===== src/hw/ltd_pkg.sv =====
// ltd_pkg: constants and types for the low pin count target front end.
// assumes a single 200 MHz core clock; the link clock is sampled as data.
`default_nettype none
package ltd_pkg;
  // ----------------------------------------
  // link field encodings
  // ----------------------------------------
  localparam logic [3:0] LAD_START = 4'h0;
  localparam logic [3:0] SYNC_READY = 4'h0;
  localparam logic [3:0] SYNC_SHORT = 4'h5;
  localparam logic [3:0] SYNC_LONG = 4'h6;
  localparam logic [3:0] TAR_NIB = 4'hF;
  localparam logic [1:0] CT_IO = 2'h0;
  localparam logic [1:0] CT_DMA = 2'h2;
  localparam logic [1:0] SIZE_1B = 2'h0;
  // ----------------------------------------
  // wait states and counts
  // ----------------------------------------
  localparam logic [2:0] IO_RD_WAITS = 3'h3;
  localparam logic [2:0] IO_WR_WAITS = 3'h2;
  localparam logic [2:0] DMA_RD_WAITS = 3'h3;
  localparam logic [2:0] DMA_WR_WAITS = 3'h4;
  localparam logic [2:0] ADDR_LAST = 3'h3;
  localparam logic [2:0] LDRQ_BITS = 3'h6;
  // ----------------------------------------
  // synchronised pin positions and reset
  // ----------------------------------------
  localparam int P_LCLK = 0;
  localparam int P_FRAME = 1;
  localparam int P_IRST = 2;
  localparam int P_PD = 3;
  localparam int P_SG = 4;
  localparam int P_LAD = 5;
  localparam int NPIN = 9;
  localparam logic [8:0] PIN_RST = 9'h00E;
  // ----------------------------------------
  // decoded blocks, default bases, spans
  // ----------------------------------------
  localparam int BLK_FDC = 0;
  localparam int BLK_SER1 = 1;
  localparam int BLK_SER2 = 2;
  localparam int BLK_PAR = 3;
  localparam int BLK_GAME = 4;
  localparam int BLK_RT = 5;
  localparam int BLK_MIDI = 6;
  localparam int BLK_CFG = 7;
  localparam int NBLK = 8;
  localparam logic [127:0] BASE_DEF = {16'h002E, 16'h0330, 16'h0800, 16'h0201,
                                       16'h0378, 16'h02F8, 16'h03F8, 16'h03F0};
  localparam logic [6:0] SPAN_FDC = 7'h06;
  localparam logic [15:0] FDC_HI_OFF = 16'h0007;
  localparam logic [6:0] SPAN_SER = 7'h08;
  localparam logic [6:0] SPAN_PAR = 7'h04;
  localparam logic [6:0] SPAN_PAR_EPP = 7'h08;
  localparam logic [15:0] PAR_ECP_OFF = 16'h0400;
  localparam logic [6:0] SPAN_ECP = 7'h03;
  localparam logic [6:0] SPAN_GAME = 7'h01;
  localparam logic [6:0] SPAN_RT = 7'h60;
  localparam logic [6:0] SPAN_PAIR = 7'h02;
  // ----------------------------------------
  // cycle states, gray along the usual path
  // ----------------------------------------
  typedef enum logic [3:0] {
    ST_IDLE = 4'h0,
    ST_CT = 4'h1,
    ST_ADDR = 4'h3,
    ST_CHAN = 4'h2,
    ST_HDATA = 4'h6,
    ST_TAR1 = 4'h7,
    ST_TAR2 = 4'h5,
    ST_SYNC = 4'h4,
    ST_DDATA = 4'hC,
    ST_DTAR = 4'hD,
    ST_IGN = 4'hF
  } ltd_state_t;
endpackage : ltd_pkg
`default_nettype wire


===== src/hw/ltd_lpc_target.sv =====
// ltd_lpc_target: low pin count target front end with window decode.
// assumes link pins arrive asynchronously; inner blocks run on mclk_in.
//
// Behaviour
// - registers are bytes via io or dma
// - only io/dma read/write, one byte each
// - unsupported cycles ignored, no drive, no change
// - everything multiplexed on the lad nibble bus
// - interface reset pin resets the link logic
// - dma request sent as serial encoded line
// - wake events pull open-drain wake line low
// - powerdown input floats and idles the link
// - no clock run pin, no clock negotiation
// - supply good low disables all decoding
// - wake path keeps working without supply good
// - supply good low disables ir timeout
// - relocatable bases, defaults after power-up
// - floppy at offsets 0-5 and 7
// - serial ports each eight offsets
// - game port single address at base
// - runtime block offsets 0 through 5F
// - frame active releases lad next clock
// - io and dma start nibble is 0000
// - reset ignores frame, floats lad, request high
// - io waits: three read, two write, 0110
`timescale 1ns/1ps
`default_nettype none
module ltd_lpc_target
  import ltd_pkg::*;
(
  input wire logic mclk_in,
  input wire logic srst_in,
  input wire logic lclk_in,
  input wire logic interface_reset_n_in,
  input wire logic frame_strobe_n_in,
  input wire logic [3:0] lad_in,
  output logic [3:0] lad_out,
  output logic lad_oe_n_out,
  output logic dma_request_n_out,
  input wire logic link_powerdown_n_in,
  input wire logic supply_good_in,
  input wire logic wake_req_in,
  input wire logic wake_event_n_in,
  output logic wake_event_n_out,
  output logic wake_event_oe_n_out,
  output logic ir_timeout_en_out,
  input wire logic base_wr_in,
  input wire logic [2:0] base_idx_in,
  input wire logic [15:0] base_val_in,
  input wire logic [1:0] par_mode_in,
  input wire logic dma_req_valid_in,
  input wire logic [2:0] dma_req_chan_in,
  input wire logic dma_req_act_in,
  output logic dma_req_ready_out,
  output logic [7:0] blk_sel_out,
  output logic [15:0] addr_out,
  output logic [7:0] wdata_out,
  output logic wr_strobe_out,
  output logic rd_strobe_out,
  input wire logic [7:0] rdata_in,
  output logic dma_cycle_out,
  output logic [2:0] dma_chan_out
);
  import ltd_pkg::*;

  // ----------------------------------------
  // pin synchronisers
  // ----------------------------------------
  logic [NPIN-1:0] pin_raw;
  logic [NPIN-1:0] s1_q;
  logic [NPIN-1:0] s2_q;
  logic [NPIN-1:0] s3_q;
  logic [NPIN-1:0] pin_q;
  logic lclk_prev_q;
  logic lclk_rise_c;
  logic frame_c;
  logic [3:0] lad_c;
  logic rst_c;
  logic active_c;

  assign pin_raw = {lad_in, supply_good_in, link_powerdown_n_in,
                    interface_reset_n_in, frame_strobe_n_in, lclk_in};

  genvar gi;
  generate
    for (gi = 0; gi < NPIN; gi++)
    begin : g_sync
      always_ff @(posedge mclk_in)
      begin
        if (srst_in)
        begin
          s1_q[gi] <= PIN_RST[gi];
          s2_q[gi] <= PIN_RST[gi];
          s3_q[gi] <= PIN_RST[gi];
          pin_q[gi] <= PIN_RST[gi];
        end
        else
        begin
          s1_q[gi] <= pin_raw[gi];
          s2_q[gi] <= s1_q[gi];
          s3_q[gi] <= s2_q[gi];
          if (s2_q[gi] == s3_q[gi])
            pin_q[gi] <= s3_q[gi];
        end
      end
    end
  endgenerate

  always_ff @(posedge mclk_in)
  begin
    if (srst_in)
      lclk_prev_q <= 1'b0;
    else
      lclk_prev_q <= pin_q[P_LCLK];
  end

  assign lclk_rise_c = pin_q[P_LCLK] && !lclk_prev_q;
  assign frame_c = pin_q[P_FRAME];
  assign lad_c = pin_q[P_LAD +: 4];
  assign rst_c = srst_in || !pin_q[P_IRST];
  assign active_c = pin_q[P_SG] && pin_q[P_PD];

  // ----------------------------------------
  // relocatable base addresses
  // ----------------------------------------
  logic [15:0] base_q [NBLK];

  always_ff @(posedge mclk_in)
  begin
    if (srst_in)
    begin
      for (int i = 0; i < NBLK; i++)
        base_q[i] <= BASE_DEF[i*16 +: 16];
    end
    else if (base_wr_in)
      base_q[base_idx_in] <= base_val_in;
  end

  // ----------------------------------------
  // window decode
  // ----------------------------------------
  function automatic logic in_win(input logic [15:0] a, input logic [15:0] b,
                                  input logic [6:0] n);
    logic [16:0] d;
    d = {1'b0, a} - {1'b0, b};
    in_win = !d[16] && (d < {10'h000, n});
  endfunction : in_win

  logic [15:0] addr_nx_c;
  logic [7:0] dec_c;
  logic [15:0] ecp_base_c;
  logic [15:0] fdc_hi_c;

  assign addr_nx_c = {addr_out[11:0], lad_c};
  assign ecp_base_c = base_q[BLK_PAR] + PAR_ECP_OFF;
  assign fdc_hi_c = base_q[BLK_FDC] + FDC_HI_OFF;

  always_comb
  begin
    dec_c = 8'h00;
    dec_c[BLK_FDC] = in_win(addr_nx_c, base_q[BLK_FDC], SPAN_FDC)
                     || (addr_nx_c == fdc_hi_c);
    dec_c[BLK_SER1] = in_win(addr_nx_c, base_q[BLK_SER1], SPAN_SER);
    dec_c[BLK_SER2] = in_win(addr_nx_c, base_q[BLK_SER2], SPAN_SER);
    dec_c[BLK_PAR] = in_win(addr_nx_c, base_q[BLK_PAR],
                            par_mode_in[0] ? SPAN_PAR_EPP : SPAN_PAR)
                     || (par_mode_in[1]
                         && in_win(addr_nx_c, ecp_base_c, SPAN_ECP));
    dec_c[BLK_GAME] = in_win(addr_nx_c, base_q[BLK_GAME], SPAN_GAME);
    dec_c[BLK_RT] = in_win(addr_nx_c, base_q[BLK_RT], SPAN_RT);
    dec_c[BLK_MIDI] = in_win(addr_nx_c, base_q[BLK_MIDI], SPAN_PAIR);
    dec_c[BLK_CFG] = in_win(addr_nx_c, base_q[BLK_CFG], SPAN_PAIR);
  end

  // ----------------------------------------
  // cycle engine
  // ----------------------------------------
  ltd_state_t st_q;
  logic [2:0] cnt_q;
  logic dir_in_q;
  logic [7:0] rdata_q;
  logic [2:0] waits_c;
  logic [3:0] wait_nib_c;

  assign waits_c = dma_cycle_out ? (dir_in_q ? DMA_RD_WAITS : DMA_WR_WAITS)
                                 : (dir_in_q ? IO_WR_WAITS : IO_RD_WAITS);
  assign wait_nib_c = dma_cycle_out ? SYNC_SHORT : SYNC_LONG;

  always_ff @(posedge mclk_in)
  begin
    wr_strobe_out <= 1'b0;
    rd_strobe_out <= 1'b0;
    if (rst_c || !active_c)
    begin
      st_q <= ST_IDLE;
      cnt_q <= 3'h0;
      dir_in_q <= 1'b0;
      lad_out <= TAR_NIB;
      lad_oe_n_out <= 1'b1;
      blk_sel_out <= 8'h00;
      addr_out <= 16'h0000;
      wdata_out <= 8'h00;
      dma_cycle_out <= 1'b0;
      dma_chan_out <= 3'h0;
    end
    else if (lclk_rise_c)
    begin
      if (!frame_c)
      begin
        lad_oe_n_out <= 1'b1;
        st_q <= (lad_c == LAD_START) ? ST_CT : ST_IDLE;
        blk_sel_out <= 8'h00;
      end
      else
      begin
        case (st_q)
          ST_CT:
          begin
            cnt_q <= 3'h0;
            addr_out <= 16'h0000;
            dma_cycle_out <= lad_c[3];
            dir_in_q <= lad_c[3] ? !lad_c[1] : lad_c[1];
            if (lad_c[3:2] == CT_IO)
              st_q <= ST_ADDR;
            else if (lad_c[3:2] == CT_DMA && !lad_c[0])
              st_q <= ST_CHAN;
            else
              st_q <= ST_IGN;
          end
          ST_ADDR:
          begin
            addr_out <= addr_nx_c;
            cnt_q <= cnt_q + 3'h1;
            if (cnt_q == ADDR_LAST)
            begin
              cnt_q <= 3'h0;
              blk_sel_out <= dec_c;
              if (dec_c == 8'h00)
                st_q <= ST_IGN;
              else if (dir_in_q)
                st_q <= ST_HDATA;
              else
              begin
                st_q <= ST_TAR1;
                rd_strobe_out <= 1'b1;
              end
            end
          end
          ST_CHAN:
          begin
            cnt_q <= 3'h1;
            if (cnt_q == 3'h0)
              dma_chan_out <= lad_c[2:0];
            else if (lad_c[1:0] != SIZE_1B)
              st_q <= ST_IGN;
            else if (dir_in_q)
            begin
              cnt_q <= 3'h0;
              st_q <= ST_HDATA;
            end
            else
            begin
              st_q <= ST_TAR1;
              rd_strobe_out <= 1'b1;
            end
          end
          ST_HDATA:
          begin
            cnt_q <= 3'h1;
            if (cnt_q == 3'h0)
              wdata_out[3:0] <= lad_c;
            else
            begin
              wdata_out[7:4] <= lad_c;
              wr_strobe_out <= 1'b1;
              st_q <= ST_TAR1;
            end
          end
          ST_TAR1:
            st_q <= ST_TAR2;
          ST_TAR2:
          begin
            st_q <= ST_SYNC;
            cnt_q <= 3'h0;
            lad_oe_n_out <= 1'b0;
            lad_out <= (waits_c != 3'h0) ? wait_nib_c : SYNC_READY;
          end
          ST_SYNC:
          begin
            if (cnt_q == waits_c)
            begin
              cnt_q <= 3'h0;
              if (dir_in_q)
              begin
                st_q <= ST_DTAR;
                lad_out <= TAR_NIB;
              end
              else
              begin
                st_q <= ST_DDATA;
                lad_out <= rdata_q[3:0];
              end
            end
            else
            begin
              cnt_q <= cnt_q + 3'h1;
              lad_out <= (cnt_q + 3'h1 < waits_c) ? wait_nib_c : SYNC_READY;
            end
          end
          ST_DDATA:
          begin
            cnt_q <= 3'h1;
            if (cnt_q == 3'h0)
              lad_out <= rdata_q[7:4];
            else
            begin
              st_q <= ST_DTAR;
              lad_out <= TAR_NIB;
            end
          end
          ST_DTAR:
          begin
            lad_oe_n_out <= 1'b1;
            blk_sel_out <= 8'h00;
            st_q <= ST_IDLE;
          end
          default:
            st_q <= st_q;
        endcase
      end
    end
  end

  // ----------------------------------------
  // read data capture
  // ----------------------------------------
  always_ff @(posedge mclk_in)
  begin
    if (srst_in)
      rdata_q <= 8'h00;
    else if (rd_strobe_out)
      rdata_q <= rdata_in;
  end

  // ----------------------------------------
  // serial dma request
  // ----------------------------------------
  logic [5:0] dq_sh_q;
  logic [2:0] dq_cnt_q;

  assign dma_req_ready_out = (dq_cnt_q == 3'h0) && active_c && !rst_c;

  always_ff @(posedge mclk_in)
  begin
    if (rst_c || !active_c)
    begin
      dq_sh_q <= 6'h3F;
      dq_cnt_q <= 3'h0;
      dma_request_n_out <= 1'b1;
    end
    else if (dma_req_valid_in && dma_req_ready_out)
    begin
      dq_sh_q <= {1'b1, dma_req_act_in, dma_req_chan_in[0], dma_req_chan_in[1],
                  dma_req_chan_in[2], 1'b0};
      dq_cnt_q <= LDRQ_BITS;
    end
    else if (lclk_rise_c && dq_cnt_q != 3'h0)
    begin
      dma_request_n_out <= dq_sh_q[0];
      dq_sh_q <= {1'b1, dq_sh_q[5:1]};
      dq_cnt_q <= dq_cnt_q - 3'h1;
    end
  end

  // ----------------------------------------
  // standby side: wake line and ir gate
  // ----------------------------------------
  logic wake_q;

  always_ff @(posedge mclk_in)
  begin
    if (srst_in)
      wake_q <= 1'b0;
    else
      wake_q <= wake_req_in;
  end

  always_ff @(posedge mclk_in)
  begin
    if (srst_in)
      ir_timeout_en_out <= 1'b0;
    else
      ir_timeout_en_out <= pin_q[P_SG];
  end

  // no clock run request pin exists, so no clock stop handling
  assign wake_event_n_out = 1'b0;
  assign wake_event_oe_n_out = !wake_q;
endmodule : ltd_lpc_target
`default_nettype wire


===== config.mk =====
export PLATFORM = sky130hd
export DESIGN_NAME = ltd_lpc_target
export DESIGN_NICKNAME = d
export VERILOG_FILES = /design/src/hw/ltd_pkg.sv /design/src/hw/ltd_lpc_target.sv
export SDC_FILE = /design/constraint.sdc
export NUM_CORES = 1
export LEC_CHECK = 0
export ABC_AREA = 1
export BUFFER_PORTS_ARGS = -buffer_cell sky130_fd_sc_hd__buf_4
export CAP_MARGIN = 15
export CORE_MARGIN = 1.5
export CORE_UTILIZATION = 50
export CTS_BUF_LIST = sky130_fd_sc_hd__clkbuf_4 sky130_fd_sc_hd__clkbuf_8
export CTS_CLUSTER_SIZE = 14
export DETAILED_ROUTE_END_ITERATION = 7
export PLACE_DENSITY_LB_ADDON = 0.05
export SYNTH_ARGS = -nofsm -noshare
export SYNTH_HDL_FRONTEND = slang
export SYNTH_SLANG_ARGS = --single-unit

===== constraint.sdc =====
create_clock -name mclk_in -period 3.3 [get_ports mclk_in]
set_clock_uncertainty 0.05 [all_clocks]
set_input_delay 0.33 -clock mclk_in [delete_from_list [all_inputs] [get_ports mclk_in]]
set_output_delay 0.33 -clock mclk_in [all_outputs]
set_load 0.005 [all_outputs]

==> reports/results.tsv, run 1 <==
metric	value	unit
Final nets	3005	
share of synthesized registers carrying an async set or reset	0	
count of cell types in the netlist	56	
Syn Nets	2832	
number of synthesized flops with an enable pin	128	
Synthesis Warnings	0	
final hold violations	0	
final instance area	20700	µm²
synthesis-to-finish area growth	15.4	%
Non-Filler Instances	3304	
startpoint types	flop	
HP Class	primary input to flop	
Core Area	35500	µm²
Crit. End Element	flop	
number of diodes	0	
full die area	37000	µm²
clk_lat worst skew	0.62	ns
main combinational cell family by area after synthesis	simple AND/OR/NAND/NOR gates	
Tot GR Track Use	0.298	
Tmin final	3.06	ns
Worst Tran Pin Value	0.773	ns
pwr dens	360	nW/µm²
peak supply drop	0.000449	V
Clock Path Buffers	3	
number of port buffers	93	
placed inst area	19400	µm²
first-pass GRT wire length	84500	µm
Setup TNS Final	0	ns
reg-to-reg startpoint	addr_nx_c[0]	
Tcrit/Tclk final	0.928	
router iterations before antenna repair	5	
Post-Place Cells	3199	
mux cell area share after synthesis	0	
post-synthesis sequential area ratio	0.333	
initial core utilization	0.506	
R2R cell count	18	
antenna viol nets, final	0	
flop2flop setup slack	0.24	ns
vias in the first global route	16208	
Post-Synth XOR/XNOR Area	0.0257	
Worst Hold Endpoint	base_q[5][11]	
Compound-Gate Fraction of Synth Area	0.104	
initial antenna violation count	0	
Util after Layout	0.584	
LEAKAGE	10.6	nW
Synth Register Bits	235	
Die Width	192	µm
Worst Setup Path Type	flop to flop	
WHS Path Cells	5	
final global-route overflow total	0	
share of cells above drive strength 1	0.100	
CP max FO	6	
htree depth	2	
slew margin rel.	0.484	
worst path required time	3.80	ns
Worst Min Path Start	base_idx_in[1]	
setup ws final	0.239	ns
wire per inst	16.5	µm
clock slew at reported path FFs	0.06	ns
Fillers	3474	
pre-CTS setup slack	0.216	ns
outcome	complete, no violations	
Mapped Area	17900	µm²
vias	17345	
Gate Count Post-Synth	2636	
Adder-Cell Fraction of Synth Area	0.105	
Total Power	7.46	mW
post-synthesis simple-gate area fraction	0.322	
vias per cell	5.25	
worst hold slack	0.100	ns
Remaining DRCs	0	
CTS tree	built	
CTS Root Buffer Type	clkbuf_8	
die height	192	µm
CTS sink cnt	235	
max cap viols	0	
area of the multi-input gates	10000	µm²
gpl congestion	0.938	
FMAX	327	MHz
top_reg_cell synth	edfxtp_1	
CTS Buf Count	42	
Sequential Area	5990	µm²
pin count of the biggest net entering global routing	35	
CP Data Arrival Time	3.56	ns
DR iter-0 viols	1037	
RR Endpoint	rd_strobe_out	
final-report max-slew violation count	0	
Avg Cell Area, Syn	6.81	µm²
DP HPWL	41800	µm
io pins	96	
Setup violations, final	0	
# rows	69	
final wirelength	54500	µm
[registers in the layout, indices dropped and copies added, names as in the netlist, 5 cells and up]
register,count
wdata_out,8
s3_q,9
s2_q,9
blk_sel_out,8
rdata_q,8
base_q,128
dq_sh_q,5
s1_q,9
addr_out,16
[worst max-delay path, stage by stage (launching register included)]
cell	delay [ns]
dfxtp_2	0.35
clkinv_4	0.11
ha_1	0.25
fa_1	0.42
inv_1	0.09
nand2_1	0.05
nand2_1	0.14
nand3_2	0.12
nand2_2	0.15
nand2_1	0.08
nand3_1	0.10
nand3_1	0.08
nor3_1	0.23
nand4_1	0.23
nand3_1	0.15
nor2_1	0.08
nand2_1	0.09
nand3_1	0.08
a21oi_1	0.13
[worst max path at each step]
stage	startpoint	endpoint	slack, ns	cells after the start
2_1_floorplan	addr_nx_c[1]	st_q[0]	0.44	18
3_3_place_gp	addr_nx_c[0]	st_q[0]	0.23	21
3_5_place_dp	addr_nx_c[0]	st_q[0]	0.22	21
4_1_cts	addr_nx_c[0]	st_q[0]	0.20	21
5_1_grt	addr_nx_c[0]	st_q[0]	-0.02	24
6_report	addr_nx_c[0]	rd_strobe_out	0.24	18
[where the power goes]
group	leakage, nW	switching [mW]	internal (mW)
clock	0.533	1.37	1.99
combinational	7.91	0.562	0.297
sequential	2.11	0.0491	3.20
[area by class of cell]
| cell class | instances | area share |
|---|---|---|
| Multi-Input combinational cell | 1892 | 0.483 |
| Sequential cell | 235 | 0.289 |
| Inverter | 472 | 0.0858 |
| Timing Repair Buffer | 166 | 0.0637 |
| Clock buffer | 58 | 0.0364 |
| Tap cell | 461 | 0.0279 |
| Clock inverter | 20 | 0.0136 |
[cell usage in the layout, fill, tap and decap left out, types with 7 or more instances in the layout]
master	n
a21oi_1	173
buf_4	141
clkbuf_4	7
clkbuf_8	51
dfxtp_1	106
dlygate4sd3_1	24
edfxtp_1	128
ha_1	143
inv_1	465
nand2_1	661
nand2_2	22
nand3_1	191
nand3_2	12
nand3b_1	15
nand4_1	39
nor2_1	347
nor2_2	9
nor3_1	34
o211ai_1	9
o21ai_0	78
o21bai_1	18
or2_2	10
xnor2_1	16
xor2_1	34
[synthesized netlist by cell type, types with 3 or more instances]
library cell  instances  share of area
xor2_1               34          0.017
nor3b_1               3         0.0013
fa_1                  5         0.0056
a21oi_2               5         0.0024
ha_1                143           0.10
nor2_2                9         0.0031
nor3_1               34         0.0095
inv_1               465          0.097
nand2_2              21         0.0073
dfxtp_1             107           0.12
a211oi_1              4         0.0017
o211ai_1              9         0.0038
nand3b_1             15         0.0063
and2_1                5         0.0017
o21bai_1             18         0.0075
nand4_1              39          0.014
edfxtp_1            128           0.21
clkinv_1              3        0.00063
o21a_1                3         0.0013
or2_1                 6         0.0021
nand2_1             662           0.14
o22ai_1               4         0.0014
nand3_2              10         0.0056
a31oi_1               5         0.0017
nand3_1             193          0.054
a21oi_1             173          0.048
a22oi_1               6         0.0025
inv_2                 3        0.00063
o21ai_0              78          0.022
o31ai_1               5         0.0021
a21o_1                5         0.0021
nor2_1              347          0.073
clkbuf_1             21         0.0044
xnor2_1              16         0.0078
buf_4                14         0.0059
or2_2                10         0.0035
[cells by family (layout without fill, tap and decap cells)]
| logic type | after synthesis | in the layout |
|---|---|---|
| AOI/OAI and AO/OA | 331 | 331 |
| xor gates and xnor gates | 51 | 51 |
| adders and majority gates | 148 | 148 |
| buffers and inverters | 509 | 716 |
| DFF | 235 | 235 |
| other | 1 | 1 |
| and+or+nand+nor | 1361 | 1361 |
[layer usage]
| metal | wire length [µm] | vias up | global-route usage |
|---|---|---|---|
| met5 | 0 | - | 0 |
| met4 | 1700 | 0 | 0.106 |
| met3 | 2760 | 94 | 0.0398 |
| met2 | 25100 | 436 | 0.498 |
| met1 | 25000 | 7958 | 0.393 |
| li1 | - | 8857 | - |
[what timing repair did]
action	4_1_cts	5_1_grt
hold buffers	24	0
hold endpoints to repair	24	0
gates resized for setup	0	5
endpoints found under the setup margin	0	3
setup buffers	0	3
Note: power is estimated with default switching activity, not from simulation.
==> run 2, diff against run 1 <==
--- a/config.mk
+++ b/config.mk
@@ -9,11 +9,11 @@
 export BUFFER_PORTS_ARGS = -buffer_cell sky130_fd_sc_hd__buf_4
 export CAP_MARGIN = 15
 export CORE_MARGIN = 1.5
-export CORE_UTILIZATION = 50
+export CORE_UTILIZATION = 40
 export CTS_BUF_LIST = sky130_fd_sc_hd__clkbuf_4 sky130_fd_sc_hd__clkbuf_8
 export CTS_CLUSTER_SIZE = 14
 export DETAILED_ROUTE_END_ITERATION = 7
-export PLACE_DENSITY_LB_ADDON = 0.05
+export REMOVE_ABC_BUFFERS = 1
 export SYNTH_ARGS = -nofsm -noshare
 export SYNTH_HDL_FRONTEND = slang
 export SYNTH_SLANG_ARGS = --single-unit
==> run 2 against run 1 <==
  * Setup slack improved by 0.042 ns
  * Sequential share of layout area decreased by 0.16 points
  * Clock-buffer cell count increased by 5
  * Sequential power about the same
  * Final cell count increased by 3.9%
  * Sequential cell count unchanged
  * Maximum frequency increased by 1.4%
  * Register-to-register slack improved by 0.04 ns
  * Die area increased by 25%
  * Cell area increased by 0.56%
  * Critical path type unchanged
  * Critical endpoint is now st_q[0]
==> reports/results.tsv, run 2 (synthesis results as in run 1) <==
metric	value	unit	change
Setup violations, final	0		unchanged
first-pass GRT wire length	88600	µm	+4.9%
synthesis-to-finish area growth	16.0	%	
vias per cell	5.09		-3.0%
crit-path cells	inv_4 -> buf_4 -> nand2_2 -> inv_1 -> fa_1 -> inv_1 -> nand3_1 -> nand2_2 -> nand2_1 -> nand2_1 -> nand3_1 -> nand2_1 -> nand4_1 -> nor2_2 -> nand4_1 -> nand3_2 -> nor2_4 -> nand3_2 -> nand2_1 -> nand2_1 -> a21oi_2		
pwr dens	349	nW/µm²	-3.3%
FMAX	331	MHz	+1.4%
DR iter-0 viols	1228		+18%
outcome	complete, no violations		
htree depth	2		unchanged
max cap viols	0		unchanged
vias	17484		+0.80%
Core Area	44200	µm²	+25%
pin count of the biggest net entering global routing	35		unchanged
full die area	46200	µm²	+25%
unrepaired setup endpoints after global routing	false		
biggest regs	base_q (128), addr_out (16)		
Fillers	4610		+33%
Worst Tran Pin Value	0.825	ns	+0.0517 ns
initial core utilization	0.406		-0.100
DP HPWL	42400	µm	+1.6%
wire per inst	16.4	µm	-0.95%
CTS sink cnt	235		unchanged
CP Data Arrival Time	3.43	ns	-0.13 ns
slew margin rel.	0.450		-0.0338
Clock Path Buffers	3		unchanged
Total Power	7.26	mW	-2.7%
CTS Root Buffer Type	clkbuf_8		
CTS Buf Count	44		+4.8%
Setup TNS Final	0	ns	unchanged
io pins	96		unchanged
gpl congestion	0.939		+0.12%
die height	215	µm	+12%
Tcrit/Tclk final	0.915		-0.0126
area of the multi-input gates	10000	µm²	+0.37%
most frequent cells in the layout	nand2_1 (660), inv_1 (464), nor2_1 (345)		
commonest non-fill, non-tap cell in the layout	nand2_1		
# rows	77		+12%
critical path's most frequent cell	nand2_1		
initial antenna violation count	0		unchanged
CP max FO	5		-1
router iterations before antenna repair	6		+1
Tmin final	3.02	ns	-0.0416 ns
clock slew at reported path FFs	0.06	ns	about the same
max incr delay on CP	0.40	ns	-0.02 ns
number of diodes	0		unchanged
peak supply drop	0.000295	V	-34%
Largest register FFs	128		unchanged
largest reg by FF count	base_q		
Sequential Area	5990	µm²	unchanged
final global-route overflow total	0		unchanged
antenna viol nets, final	0		unchanged
number of port buffers	93		unchanged
Crit. End Element	flop		
Worst Setup Path Type	flop to flop		
worst path required time	3.71	ns	-0.09 ns
Die Width	215	µm	+12%
Remaining DRCs	0		unchanged
startpoint types	flop		
vias in the first global route	16710		+3.1%
Final nets	3002		-0.10%
CTS tree	built		
LEAKAGE	10.5	nW	-0.25%
share of cells above drive strength 1	0.104		+0.00327
final wirelength	56100	µm	+2.9%
clk_lat worst skew	0.59	ns	-0.03 ns
Tot GR Track Use	0.242		-0.0561
final-report max-slew violation count	0		unchanged
final hold violations	0		unchanged
Slowest cell on crit path	fa_1		
HP Class	primary input to flop		
[run 2: cell type report]
cell class / instances / share of cell area
multi-input combinational: 1892 / 0.483
sequential: 235 / 0.288
inverter: 472 / 0.0852
timing repair buffer: 161 / 0.0623
clock buffer: 63 / 0.0374
tap: 592 / 0.0356
clock inverter: 17 / 0.00943
[run 2: final timing paths]
path,slack [ns],endpoint,startpoint,depth (start not counted)
setup / recovery,0.28,st_q[0],addr_nx_c[0],21
hold / removal,0.007,rdata_q[0],rdata_in[0],3
setup reg to reg,0.28,st_q[0],addr_nx_c[0],21
hold reg to reg,0.35,s2_q[4],s1_q[4],2
[run 2: routing by layer]
layer,up-vias,global-route usage,part of all wire
met2,585,0.407,0.46
li1,8836,-,-
met5,-,0,0
met1,7961,0.317,0.45
met3,102,0.0358,0.063
met4,0,0.0810,0.031
[run 2: through the flow]
step | std cells | hold WS [ns] | cell area, µm² | setup slack [ns] | util
after floorplan | 2599 | 0.338 | 17800 | 0.414 | -
after global placement | 3329 | 0.343 | 19600 | 0.124 | 0.443
after detailed placement | 3329 | 0.343 | 19600 | 0.0983 | 0.443
after CTS | 3429 | 0.00164 | 20800 | 0.0639 | 0.469
after global routing | 3432 | 0.0208 | 20800 | 0.00897 | 0.471
final | 3432 | 0.00733 | 20800 | 0.281 | 0.471
[run 2: power breakdown]
part           switching [mW]  leakage (nW)  total [mW]  internal, mW
clock                    1.30         0.512        3.14          1.85
combinational           0.569          7.90       0.865         0.296
sequential             0.0503          2.11        3.25          3.20
[run 2: timing repair]
action,4_1_cts,5_1_grt
hold buffers,20,0
setup buffers,0,3
endpoints found under the setup margin,0,3
endpoints found under the hold margin,20,0
resized for setup,0,14
[run 2: critical path, delay by kind of cell (launching register included)]
kind	cells	cell delay, ns
simple gates	15	1.64
buf+inv	4	0.41
fa+ha+maj	1	0.40
flops	1	0.35
compound gates	1	0.05
==> run 3, diff against run 2 <==
==> constraint.sdc (replaced) <==
create_clock -name mclk_in -period 3.3 [get_ports mclk_in]
set_clock_uncertainty 0.05 [all_clocks]
set_input_delay 0.165 -clock mclk_in [delete_from_list [all_inputs] [get_ports mclk_in]]
set_output_delay 0.165 -clock mclk_in [all_outputs]
set_load 0.005 [all_outputs]
==> run 3 against run 2 <==
  * Cell area grew 0.17%
  * Clock-buffer cell count shrank 2
  * Setup slack lost 0.035 ns
  * Non-clock buffer count grew 13
  * Register-to-register slack lost 0.04 ns
==> reports/results.tsv, run 3 (synthesis results as in run 1) <==
metric	value	unit	change
outcome	complete, no violations		
delay-heaviest family, CP	simple AND/OR/NAND/NOR gates		
pin count of the biggest net entering global routing	35		unchanged
Core Area	44200	µm²	unchanged
htree depth	2		unchanged
FMAX	327	MHz	-1.2%
Total Power	6.97	mW	-3.9%
first-pass GRT wire length	89000	µm	+0.50%
CTS tree	built		
Clock Path Buffers	3		unchanged
crit-path cells	inv_4 -> buf_4 -> nand2_2 -> inv_1 -> fa_1 -> inv_1 -> nand3_1 -> nand2_1 -> nand2_1 -> nand2_1 -> nand2_1 -> nand2_1 -> nand2_1 -> nand2_1 -> nand3_1 -> nor2_1 -> nand4_1 -> nand3_2 -> nor2_4 -> nand3_2 -> nand2_1 -> nand2_1 -> a21oi_2		
max incr delay on CP	0.40	ns	about the same
initial core utilization	0.406		unchanged
slew margin rel.	0.479		+0.0289
Crit. End Element	flop		
final-report max-slew violation count	0		unchanged
Remaining DRCs	0		unchanged
DP HPWL	42600	µm	+0.51%
number of diodes	0		unchanged
critical path's most frequent cell	nand2_1		
HP Class	primary input to flop		
gpl congestion	0.959		+2.1%
io pins	96		unchanged
CP Data Arrival Time	3.45	ns	+0.02 ns
Largest register FFs	128		unchanged
max cap viols	0		unchanged
initial antenna violation count	0		unchanged
most frequent cells in the layout	nand2_1 (661), inv_1 (464), nor2_1 (346)		
Setup TNS Final	0	ns	unchanged
peak supply drop	0.000280	V	-5.3%
Tcrit/Tclk final	0.926		+0.0108
Worst Tran Pin Value	0.781	ns	-0.0433 ns
final wirelength	56600	µm	+0.89%
Die Width	215	µm	unchanged
final hold violations	0		unchanged
final global-route overflow total	0		unchanged
largest reg by FF count	base_q		
Worst Setup Path Type	flop to flop		
biggest regs	base_q (128), addr_out (16)		
# rows	77		unchanged
CTS Root Buffer Type	clkbuf_8		
full die area	46200	µm²	unchanged
CTS sink cnt	235		unchanged
router iterations before antenna repair	6		unchanged
clock slew at reported path FFs	0.06	ns	about the same
commonest non-fill, non-tap cell in the layout	nand2_1		
Final nets	3011		+0.30%
die height	215	µm	unchanged
Tot GR Track Use	0.243		+0.00166
worst path required time	3.70	ns	about the same
CTS Buf Count	40		-9.1%
LEAKAGE	10.5	nW	+0.18%
Tmin final	3.05	ns	+0.0355 ns
Non-Filler Instances	3438		+0.17%
vias in the first global route	16781		+0.42%
Slowest cell on crit path	fa_1		
wire per inst	16.5	µm	+0.71%
vias per cell	5.11		+0.36%
share of cells above drive strength 1	0.0994		-0.00408
number of port buffers	93		unchanged
synthesis-to-finish area growth	16.2	%	
CP max FO	5		unchanged
Setup violations, final	0		unchanged
Post-Place Cells	3332		+0.090%
clk_lat worst skew	0.56	ns	-0.03 ns
startpoint types	flop		
antenna viol nets, final	0		unchanged
vias	17577		+0.53%
DR iter-0 viols	1261		+2.7%
WP buf/inv	4		unchanged
pwr dens	334	nW/µm²	-4.1%
==> run 3: changes by cell type in the layout (fill, tap and decap cells not counted), moves of 2 or more <==
cell	before	now
buf_12	3	6
buf_4	138	136
bufinv_16	4	2
clkbuf_8	49	47
dlygate4sd3_1	20	32
nor2_2	10	8
==> run 3: layout make-up <==
| type | count | area (µm²) |
|---|---|---|
| Timing Repair Buffer | 174 | 1460 |
| Multi-Input combinational cell | 1892 | 10000 |
| Fill cell | 4474 | 23400 |
| Inverter | 472 | 1770 |
| Clock buffer | 61 | 752 |
| Clock inverter | 12 | 111 |
| Sequential cell | 235 | 5990 |
| Tap cell | 592 | 741 |
==> run 3: timing repair <==
action                                  4_1_cts  5_1_grt
resized for setup                             0        9
hold buffers                                 32        0
hold endpoints to repair                     40        0
endpoints found under the setup margin        0        3
buffers inserted                              0        1
==> run 3: worst min-delay path, stage by stage <==
cell	delay [ns]
buf_4	0.11
nor2_1	0.05
inv_1	0.10
nor2_1	0.10
nand2_1	0.06
==> run 3: stage by stage <==
step	hold WS [ns]	worst slack, ns	util	area (µm²)
2_1_floorplan	0.186	0.414	-	17800
3_3_place_gp	0.302	0.160	0.444	19600
3_5_place_dp	0.305	0.140	0.444	19600
4_1_cts	0.0534	0.147	0.471	20800
5_1_grt	0.0946	-0.0182	0.472	20900
6_report	0.0890	0.245	0.472	20900
==> run 3: power by group <==
part	total (mW)	switching [mW]	internal (mW)
Sequential	3.25	0.0481	3.20
Combinational	0.882	0.576	0.306
Clock	2.85	1.23	1.61
Total	6.97	1.86	5.12
==> run 3: layer usage <==
metal | vias to the layer above | global-route usage | share of wire
met5 | - | 0 | 0
met4 | 0 | 0.0681 | 0.025
met3 | 89 | 0.0286 | 0.059
met2 | 536 | 0.413 | 0.46
met1 | 8095 | 0.325 | 0.46
li1 | 8857 | - | -
==> run 3: worst paths after layout <==
| kind | endpoint | slack, ns | from | depth (start not counted) |
|---|---|---|---|---|
| max | st_q[0] | 0.25 | addr_nx_c[0] | 23 |
| min | base_q[4][9] | 0.09 | base_idx_in[0] | 5 |
| max reg2reg | st_q[0] | 0.25 | addr_nx_c[0] | 23 |
| min reg2reg | s2_q[0] | 0.35 | s1_q[0] | 2 |
